### config.mk
export PLATFORM = sky130hd
export DESIGN_NAME = dlt_latency_seq
export DESIGN_NICKNAME = d
export VERILOG_FILES = /design/src/verilog/dlt_pkg.sv /design/src/verilog/dlt_opcode_dec.sv /design/src/verilog/dlt_query_rom.sv /design/src/verilog/dlt_latency_seq.sv
export SDC_FILE = /design/constraint.sdc
export NUM_CORES = 1
export LEC_CHECK = 0
export ABC_CLOCK_PERIOD_IN_PS = 2600
export BUFFER_PORTS_ARGS = -buffer_cell sky130_fd_sc_hd__buf_2
export CAP_MARGIN = 5
export CORE_MARGIN = 8
export CORE_UTILIZATION = 56
export DETAILED_ROUTE_END_ITERATION = 7
export PLACE_DENSITY_LB_ADDON = 0.08
export SLEW_MARGIN = 10
export SYNTH_ARGS = -nofsm -noshare
export SYNTH_HDL_FRONTEND = slang
export SYNTH_SLANG_ARGS = --single-unit
export TNS_END_PERCENT = 100
### constraint.sdc
create_clock -name mclk_i -period 2.6 [get_ports mclk_i]
set_clock_uncertainty 0.15 [all_clocks]
set_input_delay 0.26 -clock mclk_i [delete_from_list [all_inputs] [get_ports mclk_i]]
set_output_delay 0.26 -clock mclk_i [all_outputs]
set_load 0.05 [all_outputs]
### src/verilog/dlt_pkg.sv
// Constants and types shared by the DDR read latency table block
package dlt_pkg;

   // ***************************************************
   // Read opcodes served by the table
   // ***************************************************
   localparam logic [7:0] OP_FAST_DDR_3B = 8'h0D;
   localparam logic [7:0] OP_FAST_DDR_4B = 8'h0E;
   localparam logic [7:0] OP_DUAL_DDR_3B = 8'hBD;
   localparam logic [7:0] OP_DUAL_DDR_4B = 8'hBE;
   localparam logic [7:0] OP_QUAD_DDR_3B = 8'hED;
   localparam logic [7:0] OP_QUAD_DDR_4B = 8'hEE;

   // ***************************************************
   // Query descriptor layout and fixed bytes
   // ***************************************************
   localparam logic [7:0] QRY_ID        = 8'h9A;
   localparam logic [7:0] QRY_LEN       = 8'h2A;
   localparam logic [7:0] QRY_ROWS      = 8'h05;
   localparam logic [7:0] QRY_ROW_LEN   = 8'h08;
   localparam logic [7:0] QRY_HDR_F     = 8'h46;
   localparam logic [7:0] QRY_HDR_C     = 8'h43;
   localparam logic [7:0] OFS_ID        = 8'h00;
   localparam logic [7:0] OFS_LEN       = 8'h01;
   localparam logic [7:0] OFS_ROWS      = 8'h02;
   localparam logic [7:0] OFS_ROW_LEN   = 8'h03;
   localparam logic [7:0] OFS_HDR       = 8'h04;
   localparam logic [7:0] OFS_ROW2      = 8'h0C;
   localparam logic [7:0] OFS_LAST      = 8'h2B;
   localparam logic [7:0] FREQ_50MHZ    = 8'h32;
   localparam logic [7:0] FREQ_66MHZ    = 8'h42;

   // ***************************************************
   // Latency codes and per-row cycle counts
   // ***************************************************
   localparam logic [1:0] LC_00 = 2'b00;
   localparam logic [1:0] LC_01 = 2'b01;
   localparam logic [1:0] LC_10 = 2'b10;
   localparam logic [1:0] LC_11 = 2'b11;
   localparam logic [7:0] MODE_NONE     = 8'h00;
   localparam logic [7:0] MODE_QUAD     = 8'h01;
   localparam logic [7:0] LAT11_FAST    = 8'h04;
   localparam logic [7:0] LAT11_DUAL    = 8'h04;
   localparam logic [7:0] LAT11_QUAD    = 8'h03;
   localparam logic [7:0] LAT00_FAST    = 8'h05;
   localparam logic [7:0] LAT00_DQ      = 8'h06;
   localparam logic [7:0] LAT01_FAST    = 8'h06;
   localparam logic [7:0] LAT01_DQ      = 8'h07;
   localparam logic [7:0] LAT10_FAST    = 8'h07;
   localparam logic [7:0] LAT10_DQ      = 8'h08;

   // ***************************************************
   // Read command kinds, ordered as the table columns
   // ***************************************************
   typedef enum logic [1:0] {
      DLT_FAST,
      DLT_DUAL,
      DLT_QUAD
   } dlt_kind_type;

endpackage

### src/verilog/dlt_opcode_dec.sv
// Opcode decoder for the DDR read commands
`timescale 1ns/100ps
module dlt_opcode_dec
   import dlt_pkg::*;
(
   // Opcode in
   input  wire logic [7:0]   opcode_i,
   // Decode out
   output logic              hit_o,
   output dlt_kind_type      kind_o,
   output logic              four_byte_o
);

   // Pure table lookup; unknown opcodes leave the table untouched
   always_comb begin
      hit_o       = 1'b1;
      kind_o      = DLT_FAST;
      four_byte_o = 1'b0;
      unique case (opcode_i)
         OP_FAST_DDR_3B: kind_o = DLT_FAST;
         OP_FAST_DDR_4B: begin
            kind_o      = DLT_FAST;
            four_byte_o = 1'b1;
         end
         OP_DUAL_DDR_3B: kind_o = DLT_DUAL;
         OP_DUAL_DDR_4B: begin
            kind_o      = DLT_DUAL;
            four_byte_o = 1'b1;
         end
         OP_QUAD_DDR_3B: kind_o = DLT_QUAD;
         OP_QUAD_DDR_4B: begin
            kind_o      = DLT_QUAD;
            four_byte_o = 1'b1;
         end
         default: hit_o = 1'b0;
      endcase
   end

endmodule

### src/verilog/dlt_query_rom.sv
// Query descriptor bytes and the latency lookup taken from them
`timescale 1ns/100ps
module dlt_query_rom
   import dlt_pkg::*;
(
   // Query byte port
   input  wire logic [7:0]   qry_addr_i,
   output logic [7:0]        qry_byte_o,
   // Latency lookup port
   input  wire logic [1:0]   lat_code_i,
   input  dlt_kind_type      kind_i,
   output logic [7:0]        mode_cnt_o,
   output logic [7:0]        lat_cnt_o
);

   // One descriptor image serves both the host query and the sequencer
   function automatic logic [7:0] rom_byte(input logic [7:0] a);
      unique case (a)
         OFS_ID:      rom_byte = QRY_ID;
         OFS_LEN:     rom_byte = QRY_LEN;
         OFS_ROWS:    rom_byte = QRY_ROWS;
         OFS_ROW_LEN: rom_byte = QRY_ROW_LEN;
         8'h04: rom_byte = QRY_HDR_F;
         8'h05: rom_byte = QRY_HDR_C;
         8'h06: rom_byte = OP_FAST_DDR_3B;
         8'h07: rom_byte = OP_FAST_DDR_4B;
         8'h08: rom_byte = OP_DUAL_DDR_3B;
         8'h09: rom_byte = OP_DUAL_DDR_4B;
         8'h0A: rom_byte = OP_QUAD_DDR_3B;
         8'h0B: rom_byte = OP_QUAD_DDR_4B;
         8'h0C: rom_byte = FREQ_50MHZ;
         8'h0D: rom_byte = {6'h00, LC_11};
         8'h0F: rom_byte = LAT11_FAST;
         8'h11: rom_byte = LAT11_DUAL;
         8'h12: rom_byte = MODE_QUAD;
         8'h13: rom_byte = LAT11_QUAD;
         8'h14: rom_byte = FREQ_66MHZ;
         8'h15: rom_byte = {6'h00, LC_00};
         8'h17: rom_byte = LAT00_FAST;
         8'h19: rom_byte = LAT00_DQ;
         8'h1A: rom_byte = MODE_QUAD;
         8'h1B: rom_byte = LAT00_DQ;
         8'h1C: rom_byte = FREQ_66MHZ;
         8'h1D: rom_byte = {6'h00, LC_01};
         8'h1F: rom_byte = LAT01_FAST;
         8'h21: rom_byte = LAT01_DQ;
         8'h22: rom_byte = MODE_QUAD;
         8'h23: rom_byte = LAT01_DQ;
         8'h24: rom_byte = FREQ_66MHZ;
         8'h25: rom_byte = {6'h00, LC_10};
         8'h27: rom_byte = LAT10_FAST;
         8'h29: rom_byte = LAT10_DQ;
         8'h2A: rom_byte = MODE_QUAD;
         8'h2B: rom_byte = LAT10_DQ;
         default: rom_byte = MODE_NONE;   // Mode bytes of fast/dual, and past end
      endcase
   endfunction

   // Row base for a latency code, in descriptor row order
   function automatic logic [7:0] row_base(input logic [1:0] code);
      unique case (code)
         LC_11: row_base = OFS_ROW2;
         LC_00: row_base = OFS_ROW2 + QRY_ROW_LEN;
         LC_01: row_base = OFS_ROW2 + 8'(2 * QRY_ROW_LEN);
         LC_10: row_base = OFS_ROW2 + 8'(3 * QRY_ROW_LEN);
      endcase
   endfunction

   logic [7:0] pair_ofs;

   // Mode byte sits two past the row start, one column pair per kind
   always_comb begin
      pair_ofs   = row_base(lat_code_i) + 8'h02 + {5'h00, kind_i, 1'b0};
      qry_byte_o = rom_byte(qry_addr_i);
      mode_cnt_o = rom_byte(pair_ofs);
      lat_cnt_o  = rom_byte(pair_ofs + 8'h01);
   end

endmodule

### src/verilog/dlt_latency_seq.sv
// DDR read latency sequencer and query descriptor reader
`timescale 1ns/100ps
// ***************************************************
// ***************************************************
module dlt_latency_seq
   import dlt_pkg::*;
#(
   parameter int CNT_W = 4
)
(
   // Clock and reset
   input  wire logic         mclk_i,
   input  wire logic         srst_i,
   // Serial front end
   input  wire logic         cs_active_i,
   input  wire logic         sck_edge_i,
   input  wire logic         cmd_valid_i,
   input  wire logic [7:0]   cmd_opcode_i,
   input  wire logic         addr_done_i,
   input  wire logic [1:0]   lat_code_i,
   // Phase outputs
   output logic              ddr_read_o,
   output logic [1:0]        io_kind_o,
   output logic              addr_four_byte_o,
   output logic              mode_phase_o,
   output logic              dummy_phase_o,
   output logic              data_phase_o,
   output logic              data_start_o,
   // Query port
   input  wire logic         qry_rd_i,
   input  wire logic [7:0]   qry_addr_i,
   output logic              qry_valid_o,
   output logic              qry_in_range_o,
   output logic [7:0]        qry_data_o
);

   // Counts reach 8, so fewer bits cannot hold the longest latency
   if (CNT_W < 4) begin : g_cnt_check
      $error("CNT_W must be at least 4");
   end

   // ***************************************************
   // State
   // ***************************************************
   typedef enum logic [2:0] {
      DLT_IDLE,
      DLT_ADDR,
      DLT_MODE,
      DLT_LAT,
      DLT_DATA
   } dlt_state_type;

   typedef struct packed {
      dlt_state_type       st;
      dlt_kind_type        kind;
      logic                four;
      logic [1:0]          code;
      logic [CNT_W-1:0]    mode;
      logic [CNT_W-1:0]    lat;
      logic [CNT_W-1:0]    cnt;
      logic                start;
      logic                qv;
      logic                qin;
      logic [7:0]          qdata;
   } dlt_regs_type;

   dlt_regs_type r_q;
   dlt_regs_type r_d;

   logic             dec_hit;
   dlt_kind_type     dec_kind;
   logic             dec_four;
   logic [7:0]       qry_byte;
   logic [7:0]       mode_cnt;
   logic [7:0]       lat_cnt;

   // ***************************************************
   // Decode and table lookup
   // ***************************************************
   dlt_opcode_dec u_dec (
      .opcode_i    (cmd_opcode_i),
      .hit_o       (dec_hit),
      .kind_o      (dec_kind),
      .four_byte_o (dec_four)
   );

   // Lookup uses the live code; it is frozen when the command is taken
   dlt_query_rom u_rom (
      .qry_addr_i  (qry_addr_i),
      .qry_byte_o  (qry_byte),
      .lat_code_i  (lat_code_i),
      .kind_i      (dec_kind),
      .mode_cnt_o  (mode_cnt),
      .lat_cnt_o   (lat_cnt)
   );

   // ***************************************************
   // Next state
   // ***************************************************
   always_comb begin
      r_d       = r_q;
      r_d.start = 1'b0;
      r_d.qv    = qry_rd_i;
      // Query reads answer one cycle later from the descriptor image
      if (qry_rd_i) begin
         r_d.qin   = (qry_addr_i <= OFS_LAST);
         r_d.qdata = qry_byte;
      end
      unique case (r_q.st)
         DLT_IDLE: begin
            if (cmd_valid_i && cs_active_i && dec_hit) begin
               r_d.st   = DLT_ADDR;
               r_d.kind = dec_kind;
               r_d.four = dec_four;
               r_d.code = lat_code_i;
               r_d.mode = CNT_W'(mode_cnt);
               r_d.lat  = CNT_W'(lat_cnt);
            end
         end
         DLT_ADDR: begin
            // Skip empty phases so data never waits an extra cycle
            if (addr_done_i) begin
               if (r_q.mode != '0) begin
                  r_d.st  = DLT_MODE;
                  r_d.cnt = r_q.mode;
               end else if (r_q.lat != '0) begin
                  r_d.st  = DLT_LAT;
                  r_d.cnt = r_q.lat;
               end else begin
                  r_d.st    = DLT_DATA;
                  r_d.start = 1'b1;
               end
            end
         end
         DLT_MODE: begin
            if (sck_edge_i) begin
               r_d.cnt = r_q.cnt - CNT_W'(1);
               if (r_q.cnt == CNT_W'(1)) begin
                  if (r_q.lat != '0) begin
                     r_d.st  = DLT_LAT;
                     r_d.cnt = r_q.lat;
                  end else begin
                     r_d.st    = DLT_DATA;
                     r_d.start = 1'b1;
                  end
               end
            end
         end
         DLT_LAT: begin
            if (sck_edge_i) begin
               r_d.cnt = r_q.cnt - CNT_W'(1);
               if (r_q.cnt == CNT_W'(1)) begin
                  r_d.st    = DLT_DATA;
                  r_d.start = 1'b1;
               end
            end
         end
         DLT_DATA: ;
      endcase
      // Chip select release ends any command, wherever it stands
      if (!cs_active_i) begin
         r_d.st    = DLT_IDLE;
         r_d.start = 1'b0;
         r_d.cnt   = '0;
      end
   end

   // ***************************************************
   // State register
   // ***************************************************
   always_ff @(posedge mclk_i) begin
      if (srst_i) begin
         r_q.st    <= DLT_IDLE;
         r_q.kind  <= DLT_FAST;
         r_q.four  <= 1'b0;
         r_q.code  <= LC_00;
         r_q.mode  <= '0;
         r_q.lat   <= '0;
         r_q.cnt   <= '0;
         r_q.start <= 1'b0;
         r_q.qv    <= 1'b0;
         r_q.qin   <= 1'b0;
         r_q.qdata <= 8'h00;
      end else begin
         r_q <= r_d;
      end
   end

   // Outputs straight from the state register
   assign ddr_read_o       = (r_q.st != DLT_IDLE);
   assign io_kind_o        = r_q.kind;
   assign addr_four_byte_o = r_q.four;
   assign mode_phase_o     = (r_q.st == DLT_MODE);
   assign dummy_phase_o    = (r_q.st == DLT_LAT);
   assign data_phase_o     = (r_q.st == DLT_DATA);
   assign data_start_o     = r_q.start;
   assign qry_valid_o      = r_q.qv;
   assign qry_in_range_o   = r_q.qin;
   assign qry_data_o       = r_q.qdata;

   wire take = cmd_valid_i && cs_active_i && (r_q.st == DLT_IDLE);
endmodule

# Yosys cells after proc, flatten, opt, wreduce, memory -nomap -nowiden
# Memory sizes are Yosys's and may differ from the RTL's.
# Index checks and enable logic that the tools add are counted.
# totals
mem_count	3
register_bits	31
out_inout_bits	18
mem_bits_ro	1536
# op_classes
eq_ne	21
n_reduce_logical	20
n_bitwise	1
add_sub_neg	4
magnitude_cmp	1
mux	27
# mem_list
name	depth	width	read_ports	rd_clocked_by_memory_dff	write_ports	line_no	source
(no name shown)	64	8	1	0	0	dlt_query_rom.sv:18	unique case (a)
(no name shown)	64	8	1	0	0	dlt_query_rom.sv:18	
(no name shown)	64	8	1	0	0	dlt_query_rom.sv:18	
# ops
cell	n
8-bit == test (second input constant)	4
8-bit case mux with 4 select lines	1
3-bit 2-to-1 mux	7
4-bit 2-to-1 mux	5
5-bit 2-to-1 mux	4
8-bit by 4-bit == test with 1-bit output (second input constant)	2
16-bit 2-to-1 mux	1
5-bit case mux with 3 select lines	1
3-bit case mux with 4 select lines	1
4-bit nonzero test	3
8-bit by 1-bit adder with 8-bit output (second input constant)	1
8-bit by 2-bit adder with 8-bit output (second input constant)	1
8-bit by 3-bit adder with 8-bit output	1
8-bit by 6-bit less-or-equal comparator with 1-bit output (second input constant)	1
2-bit zero test	4
8-bit 2-to-1 mux	1
2-bit inequality test (second input constant)	4
7-bit AND reduction	1
3-bit by 2-bit == test with 1-bit output (second input constant)	2
3-bit nonzero test	2
2-bit OR reduction	3
6-bit OR reduction	1
1-bit 2-to-1 mux	5
5-bit AND reduction	1
14 further kinds	17

# Longest topological paths before layout
# Gate-level depths: netlist of run 1.
# logic_depth
depth_word	9
depth_mapped	10
depth_no_buf	10

# Modules after synthesis
# From an unflattened synthesis of run 1, not the netlist that was laid out.
# hier_totals
hier_cells	339
hier_area_um2	2702.6
# by_module_without_submodules
module	cells_each	area_per_inst_um2	instances
dlt_latency_seq	162	1492.7	1
dlt_query_rom	165	1132.3	1
dlt_opcode_dec	12	77.6	1

# Worst setup path after synthesis of run 1
# OpenSTA, ideal clock, no wires.
# synth_timing
path_kind	in2reg
from	in cmd_opcode_i[1]
to	reg r_q[21] (netlist name)
path_stages	9
setup_slack_ns	0.203
arrival_time_ns	2.182
n_path_buf	1
t_required_ns	2.385
setup_time_ns	0.065
cell_sequence	xnor2_1 -> nand3b_4 -> or3_1 -> ha_1 -> clkbuf_1 -> nor4b_1 -> a31oi_1 -> o31a_1 -> nor2_1
# synth_between
elab_chain_len	6
elab_cells_between_ends	17
# synth_rtl
item	line_no	source
from (decl)	dlt_latency_seq.sv:18	input wire logic [7:0] cmd_opcode_i,
8-bit == test	dlt_opcode_dec.sv:19	unique case (opcode_i)
2-bit OR reduction (no source line)	n/a	
2-bit case mux with 2 select lines	dlt_opcode_dec.sv:19	
8-bit by 3-bit adder with 8-bit output	dlt_query_rom.sv:73	pair_ofs = row_base(lat_code_i) + 8'h02 + {5'h00, kind_i, 1'b0};
memory 64 x 8 bit / 2-bit zero test (equally long branches)	n/a	
4-bit 2-to-1 mux	n/a	
# Parallel ways exist; a longest one is shown, timed or not.
# A chain may end at the register's enable or synchronous reset.

# Worst setup path in the final report of run 1
# layout_timing
from	in cmd_opcode_i[1]
to	reg r_q[17] (netlist name)
# layout_between
elab_chain_len	7
elab_cells_between_ends	18
# layout_rtl
item	line_no	source
8-bit == test	dlt_opcode_dec.sv:19	
2-bit OR reduction (no source line)	n/a	
2-bit case mux with 2 select lines	dlt_opcode_dec.sv:19	
8-bit by 3-bit adder with 8-bit output	dlt_query_rom.sv:73	
8-bit by 1-bit adder with 8-bit output	dlt_query_rom.sv:76	lat_cnt_o = rom_byte(pair_ofs + 8'h01);
memory 64 x 8 bit / 2-bit zero test (equally long branches)	n/a	
4-bit 2-to-1 mux	n/a	
# Parallel ways exist; a longest one is shown, timed or not.

==> summary.md, run 1 <==
| Metric | Value |
|---|---|
| Status | `completed` |
| WL final | `5530 µm` |
| Post-synth top area cell | `dfxtp_1` |
| Clk slew on worst S/H paths | `0.06 ns` |
| Maxcap violations | `0` |
| WP data required | `2.62 ns` |
| Fraction of layout cells with a size suffix above 1 | `0.204` |
| ANT cells | `0` |
| Layout area overhead | `15.1%` |
| Row count | `23` |
| Tightest Pin Transition | `0.612 ns` |
| Post-synth top flop | `dfxtp_1` |
| YS warnings | `0` |
| Setup-failing EPs final | `0` |
| Area fraction of the dominant cell type after synthesis | `0.252` |
| Avg Inst Size Synth | `7.32 µm²` |
| DP HPWL | `4160 µm` |
| Die Ht | `80.1 µm` |
| Leak Pwr | `1.14 nW` |
| Clk Latency, worst-skew pair | `0.28 ns` |
| CP Max Fanout | `12` |
| Maximum number of pins on one net before global-route repair | `25` |
| Async S/R FF share, synth | `0` |
| Netlist cell types | `56` |
| Met1 usage | `0.229` |
| Cts bufs inserted | `5` |
| Area contributors post-synth | `dfxtp_1 25%, a21oi_1 7.6%, ha_1 6.5%, nor2_1 6.5%, nand2_1 5.5%` |
| Post-synthesis instance total | `314` |
| Crit path DAT | `2.35 ns` |
| Cts hold-fix bufs | `0` |
| Syn_nets | `351` |
| Design area | `2650 µm²` |
| Post_cts resized | `0` |
| Clock root buffer | `clkbuf_8` |
| Total die area | `6410 µm²` |
| Core area | `3970 µm²` |
| Sequential share of the synthesized area | `0.252` |
| EDFF count, synth | `0` |
| Setup_tns | `0 ns` |
| Total track usage | `0.173` |
| First-pass GRT wire length | `9350 µm` |
| RSZ-0062 raised after global routing | `false` |
| Overflow left after global routing | `0` |
| Placed Area | `2510 µm²` |
| Most frequent cells after synthesis | `40 x nor2_1, 35 x a21oi_1, 34 x nand2_1` |
| Clk sinks | `29` |
| Setup crit end kind | `flip-flop` |
| Post-synth design cell area | `2300 µm²` |
| Iter 0 DRT Violations | `130` |
| GR peak layer | `met2` |
| Layout Nets | `384` |
| Fmax achieved | `428 MHz` |
| Antenna-violating nets left | `0` |
| Initial Util | `0.579` |
| Hold Crit Class | `in2reg` |
| Final worst path period need | `2.33 ns` |
| Post-route clock period utilization | `0.898` |
| Critical path launch point type | `input pin` |
| Pwr dens | `441 nW/µm²` |
| Via count | `2308` |
| CTS tree | `built` |
| Initial antenna violation count | `0` |
| Clk buf depth | `2` |
| H-tree depth | `2` |
| Vias/cell | `5.80` |
| IO buf count | `42` |
| 1st-pass router iterations | `5` |
| Postcts setup bufs | `0` |
| Most numerous cell in the Yosys netlist | `nor2_1` |
| Final Hold Viols | `0` |
| Routability congestion estimate | `0.874` |
| Slew Limit Fails | `0` |
| Vias in the first global route | `2085` |
| Number of synthesized register bits | `29` |
| Global Route met3 Usage | `0.0379` |
| Worst slew margin | `0.592` |
| Die width | `80.1 µm` |
| Setup CP Type | `in2reg` |
| Worst vdd ir | `0.249 mV` |
| DRC violations left | `0` |
| IO Count | `43` |
| GRT met2 Usage | `0.268` |
| Wire per inst | `13.9 µm` |
[routing by layer]
layer	up-vias	wire length, µm
met5	-	0
met4	0	63
met3	7	317
met2	60	2480
met1	1052	2680
li1	1189	-
[critical path, stage by stage]
cell and delay, ns:
buf_2 0.11, xnor2_1 0.17, nand3b_4 0.18, or3_1 0.42, ha_1 0.36, maj3_1 0.39, or3_1 0.31, nand4_1 0.09
o21ai_1 0.05
[layout by cell type (no fill, tap or decap), drive strengths merged, types with 2 or more instances in the layout]
cell	Yosys	routed
buf	13	53
nor2	40	40
a21oi	35	35
nand2	34	34
dfxtp	29	29
inv	13	13
ha	12	12
nor3	11	11
o21ai	10	10
nand3	7	7
mux2i	7	7
nor4	7	7
nor2b	6	6
clkbuf	14	5
or3	5	5
a211oi	5	5
nand3b	5	5
nand2b	4	4
a32oi	4	4
a221oi	4	4
xor2	4	4
xnor2	3	3
o211ai	3	3
nor3b	3	3
a31oi	3	3
nand4	2	2
and2	2	2
and3	2	2
a211o	2	2
o31ai	2	2
a311oi	2	2
or4	2	2
a21o	2	2
nand4b	2	2
o22a	2	2
bufinv	0	2
clkinv	1	2
[through the flow]
| step | cells | total power [mW] | utilization | setup WS (ns) | hold WS (ns) |
|---|---|---|---|---|---|
| floorplan | 314 | 0.567 | - | 0.203 | 0.262 |
| global placement | 390 | 0.614 | 0.633 | 0.0601 | 0.295 |
| detailed placement | 390 | 0.617 | 0.633 | -0.0276 | 0.303 |
| CTS | 398 | 1.18 | 0.667 | 0.276 | 0.103 |
| global route | 398 | 1.21 | 0.667 | 0.154 | 0.132 |
| finish | 398 | 1.17 | 0.667 | 0.266 | 0.112 |
[area by class of cell]
| type | count | area, µm² |
|---|---|---|
| multi-input combinational | 244 | 1530 |
| fill | 363 | 1320 |
| sequential | 29 | 581 |
| timing repair buffer | 53 | 293 |
| clock buffer | 5 | 68.8 |
| clock inverter | 3 | 65.1 |
| tap | 50 | 62.6 |
| inverter | 14 | 52.6 |
[state kept, by name (all words and copies together) (netlist names)]
name / count
qry_data_o: 8
addr_four_byte_o: 1
qry_valid_o: 1
io_kind_o: 2
qry_in_range_o: 1
r_q: 15
data_start_o: 1
[worst paths after layout]
path | start | slack (ns) | end | cells past startpoint
hold reg to reg | io_kind_o[0] | 0.31 | io_kind_o[0] | 2
setup reg to reg | r_q[11] | 0.45 | r_q[14] | 6
hold / removal | qry_rd_i | 0.11 | qry_data_o[6] | 3
setup / recovery | cmd_opcode_i[1] | 0.27 | r_q[17] | 9
[cell families after synthesis]
group,Yosys count,synth area share
multiplexers,8,0.0354
XOR/XNOR,7,0.0267
buffers and inverters,41,0.0843
AO/OA/AOI/OAI,81,0.227
AND/OR/NAND/NOR,135,0.305
flip-flops,29,0.252
adder cells (fa/ha/maj),13,0.0696
[report_power, final]
part           switching [mW]  total [mW]  internal [mW]
logic                   0.104       0.160         0.0559
clock network           0.178       0.558          0.380
registers             0.00166       0.449          0.448
No activity file was read; power rests on OpenSTA's default activity.
==> run 2: changes to the inputs <==
Settings changed: ABC_CLOCK_PERIOD_IN_PS 2600 to 2200.
Clock period 2.6 ns to 2.2 ns, I/O delays scaled along.
==> summary.md, run 2 (same netlist as run 1, synthesis figures left out) <==
| Metric | Value |
|---|---|
| Post-route clock period utilization | `0.950` |
| GRT met2 Usage | `0.290` |
| DRC violations left | `0` |
| GR peak layer | `met2` |
| Most frequent cells in the layout | `42 x buf_2, 40 x nor2_1, 35 x a21oi_1` |
| Top reg by flops | `r_q` |
| Worst vdd ir | `0.241 mV` |
| 1st-pass router iterations | `4` |
| Crit path DAT | `2.11 ns` |
| Setup CP Type | `in2reg` |
| Total track usage | `0.181` |
| Pwr dens | `421 nW/µm²` |
| Row count | `23` |
| Status | `completed` |
| Sequential share of power | `0.450` |
| Critical path launch point type | `input pin` |
| Die width | `80.1 µm` |
| Initial antenna violation count | `0` |
| First-pass GRT wire length | `9630 µm` |
| Die Ht | `80.1 µm` |
| Hold Crit Class | `in2reg` |
| Int Pwr | `832 µW` |
| Worst hold slack | `0.0860 ns` |
| Maxcap violations | `0` |
| Fmax achieved | `478 MHz` |
| Final worst path period need | `2.09 ns` |
| Final core utilization | `0.706` |
| Clock root buffer | `clkbuf_8` |
| Crit-path slowest cell | `or4b_4` |
| Max reg flops | `15` |
| WL final | `5750 µm` |
| IO Count | `43` |
| Final Hold Viols | `0` |
| WP data required | `2.22 ns` |
| Clock power share | `0.370` |
| Routability congestion estimate | `0.892` |
| Core area | `3970 µm²` |
| Layout Nets | `402` |
| Postcts setup bufs | `0` |
| Fill count | `362` |
| Clk sinks | `29` |
| P_sw | `348 µW` |
| Setup-failing EPs final | `0` |
| Vias/cell | `5.72` |
| Layout area overhead | `21.9%` |
| Iter 0 DRT Violations | `105` |
| Combinational Power Share | `0.180` |
| CTS tree | `built` |
| Maximum number of pins on one net before global-route repair | `25` |
| Commonest non-fill, non-tap cell in the layout | `buf_2` |
| Fraction of layout cells with a size suffix above 1 | `0.270` |
| Wire per inst | `13.8 µm` |
| Antenna-violating nets left | `0` |
| CP cell instances | `buf_2 > xnor2_4 > or4b_4 > inv_4 > buf_4 > ha_1 > nor2_1 > o221ai_1 > o21ai_0 > a221o_1` |
| Total die area | `6410 µm²` |
| ANT cells | `0` |
| Worst slew margin | `0.697` |
| Via count | `2378` |
| Leak Pwr | `1.21 nW` |
| Cts bufs inserted | `5` |
| Overflow left after global routing | `0` |
| Clk Latency, worst-skew pair | `0.28 ns` |
| Slew Limit Fails | `0` |
| Global Route met3 Usage | `0.0402` |
| Tightest Pin Transition | `0.455 ns` |
| H-tree depth | `2` |
| CP max stage delay | `0.58 ns` |
| Setup crit end kind | `flip-flop` |
| IO buf count | `42` |
| CP Max Fanout | `4` |
| RSZ-0062 raised after global routing | `false` |
| Clk buf depth | `2` |
| Switching share of power | `0.295` |
| Vias in the first global route | `2232` |
| Setup_tns | `0 ns` |
| Met1 usage | `0.227` |
| DP HPWL | `4420 µm` |
| Initial Util | `0.579` |
| Clk slew on worst S/H paths | `0.07 ns` |
run 2: cell types whose count changed in the layout (fill, tap and decap cells not counted), sizes merged:
cell / delta
bufinv: -2
clkinvlp: +1
buf: +18
clkinv: +1
run 2: worst paths after layout:
kind / startpoint / to / slack, ns / cells after the start
hold / removal: qry_rd_i / qry_data_o[6] / 0.09 / 3
setup / recovery: cmd_opcode_i[1] / r_q[16] / 0.11 / 10
setup reg to reg: r_q[11] / r_q[14] / 0.18 / 6
hold reg to reg: qry_data_o[4] / qry_data_o[4] / 0.31 / 2
run 2: area by class of cell:
class	instances	area [µm²]	share of cell area
Clock inverter	3	17.5	0.00625
Sequential cell	29	581	0.207
Tap cell	50	62.6	0.0223
Timing Repair Buffer	71	428	0.153
Clock buffer	5	68.8	0.0245
Multi-Input combinational cell	244	1590	0.568
Inverter	14	55.1	0.0196
run 2: power groups by stage:
stage	clock network (mW)	logic [mW]	registers, mW
floorplan	0	0.126	0.549
global placement	0	0.207	0.543
detailed placement	0	0.211	0.543
CTS	0.442	0.212	0.531
global route	0.470	0.235	0.531
finish	0.437	0.213	0.531
run 2: timing repair:
| action | CTS | global route |
|---|---|---|
| gates resized for setup | 0 | 2 |
| endpoints found under the setup margin | 0 | 3 |
| hold buffers | 0 | 0 |
run 2: metal layers:
layer  vias up  part of all wire
met1      1093              0.46
li1       1215                 -
met4         0             0.021
met5         -                 0
met2        60              0.46
met3        10             0.053
run 2: critical path, delay by kind of cell:
family | cells | cell delay (ns)
buffers and inverters | 3 | 0.35
AOI/OAI and AO/OA | 3 | 0.62
and+or+nand+nor | 2 | 0.62
xor gates and xnor gates | 1 | 0.14
adders and majority gates | 1 | 0.14
run 2: metrics by stage:
stage                     power [mW]  cells  worst slack (ns)  cell area (µm²)
after floorplan                0.674    314           -0.0352             2350
after global placement         0.749    408            -0.167             2700
after detailed placement       0.754    408            -0.182             2700
after CTS                       1.18    416            0.0323             2790
after global routing            1.24    416           0.00501             2800
final                           1.18    416             0.109             2800
==> run 3: changes to the inputs <==
Settings changed: CORE_UTILIZATION 56 to 58, CTS_BUF_LIST set to sky130_fd_sc_hd__clkbuf_4 sky130_fd_sc_hd__clkbuf_8.
==> summary.md, run 3 (same netlist as run 1, synthesis figures left out) <==
| Metric | Value |
|---|---|
| Status | `completed` |
| Row count | `23` |
| CP max stage delay | `0.43 ns` |
| Iter 0 DRT Violations | `131` |
| Clk Latency, worst-skew pair | `0.28 ns` |
| Max reg flops | `15` |
| Antenna-violating nets left | `0` |
| Top reg by flops | `r_q` |
| Worst hold slack | `0.0980 ns` |
| Delay-heaviest family, CP | `simple AND/OR/NAND/NOR gates` |
| Fill count | `352` |
| IO Count | `43` |
| Die width | `79.0 µm` |
| Fmax achieved | `468 MHz` |
| Worst slew margin | `0.705` |
| Final Hold Viols | `0` |
| Total track usage | `0.186` |
| Pre-CTS setup slack | `-0.250 ns` |
| Final Non-Filler Cells | `416` |
| CP cell instances | `buf_2 > xnor2_4 > nand3b_4 > or3_4 > inv_2 > ha_4 > inv_2 > maj3_2 > or3_1 > nand4_1 > o21ai_1` |
| Hold Crit Class | `in2reg` |
| Routability congestion estimate | `0.837` |
| Setup CP Type | `in2reg` |
| Most frequent cells in the layout | `42 x buf_2, 40 x nor2_1, 35 x a21oi_1` |
| Wire per inst | `13.6 µm` |
| Final worst path period need | `2.14 ns` |
| Setup-failing EPs final | `0` |
| Dpl cells | `408` |
| Core area | `3910 µm²` |
| Layout area overhead | `21.9%` |
| Clock root buffer | `clkbuf_8` |
| First-pass GRT wire length | `9720 µm` |
| Tightest Pin Transition | `0.443 ns` |
| Critical path launch point type | `input pin` |
| Fraction of layout cells with a size suffix above 1 | `0.270` |
| Overflow left after global routing | `0` |
| Slew Limit Fails | `0` |
| Via count | `2346` |
| Final setup margin | `0.0646 ns` |
| RSZ-0062 raised after global routing | `false` |
| DRC violations left | `0` |
| H-tree depth | `2` |
| Commonest non-fill, non-tap cell in the layout | `buf_2` |
| Total die area | `6240 µm²` |
| Leak Pwr | `1.21 nW` |
| Postcts setup bufs | `0` |
| Maxcap violations | `0` |
| Layout Nets | `402` |
| Pwr dens | `418 nW/µm²` |
| Clk buf depth | `2` |
| Die Ht | `79.0 µm` |
| ANT cells | `0` |
| CTS tree | `built` |
| Initial antenna violation count | `0` |
| Crit path DAT | `2.16 ns` |
| Cts hold-fix bufs | `0` |
| IO buf count | `42` |
| Vias in the first global route | `2170` |
| Buf/Inv on CP | `3` |
| Worst vdd ir | `0.257 mV` |
| Crit-path slowest cell | `or3_4` |
| DP HPWL | `4380 µm` |
| Post-route clock period utilization | `0.971` |
| 1st-pass router iterations | `4` |
| Cts bufs inserted | `5` |
| Maximum number of pins on one net before global-route repair | `25` |
| WP data required | `2.22 ns` |
| WL final | `5660 µm` |
| Setup crit end kind | `flip-flop` |
| CP Max Fanout | `3` |
| Vias/cell | `5.64` |
| Initial Util | `0.588` |
| Clk slew on worst S/H paths | `0.07 ns` |
| Most frequent cell on the critical path | `inv_2` |
| Clk sinks | `29` |
-- run 3: cell counts in the layout (fill, tap and decap cells not counted) --
Identical to the previous run, type by type.
-- run 3: worst min-delay path, stage by stage --
cell,delay [ns]
buf_2,0.11
nand3_1,0.07
a21oi_1,0.07
-- run 3: worst paths after layout --
path	start	to	slack, ns	cells past startpoint
setup / recovery	cmd_opcode_i[1]	r_q[17]	0.06	11
setup reg to reg	r_q[29]	r_q[15]	0.22	5
hold reg to reg	io_kind_o[0]	io_kind_o[0]	0.31	2
hold / removal	qry_rd_i	qry_data_o[6]	0.1	3
-- run 3: metrics by stage --
stage	utilization	instance area, µm²	setup TNS (ns)	power [mW]
finish	0.716	2800	0	1.17
global route	0.716	2800	0	1.23
CTS	0.713	2790	0	1.18
detailed placement	0.691	2700	-1.03	0.752
global placement	0.691	2700	-0.713	0.749
floorplan	-	2350	-0.0476	0.674
-- run 3: timing repair --
| item | 4_1_cts | 5_1_grt |
|---|---|---|
| setup endpoints to repair | 0 | 4 |
| hold endpoints to repair | 0 | 0 |
| resized for setup | 0 | 2 |
-- run 3: area by class of cell --
type / count / area, µm² / share of cell area
clock buffers: 5 / 68.8 / 0.0245
inverters: 14 / 55.1 / 0.0196
multi-input cells: 244 / 1590 / 0.568
flip-flops and latches: 29 / 581 / 0.207
clock inverters: 3 / 17.5 / 0.00625
repair buffers: 71 / 428 / 0.153
well taps: 50 / 62.6 / 0.0223
-- run 3: where the power goes --
group	internal, mW	leakage, nW	switching, mW
registers	0.529	0.234	0.00205
logic	0.0841	0.936	0.127
clock network	0.218	0.0439	0.213
-- run 3: routing by layer --
| metal | track usage | vias up | routed length [µm] |
|---|---|---|---|
| met5 | 0 | - | 0 |
| met4 | 0.0593 | 0 | 60 |
| met3 | 0.0395 | 6 | 222 |
| met2 | 0.302 | 51 | 2740 |
| met1 | 0.237 | 1074 | 2640 |
| li1 | - | 1215 | - |
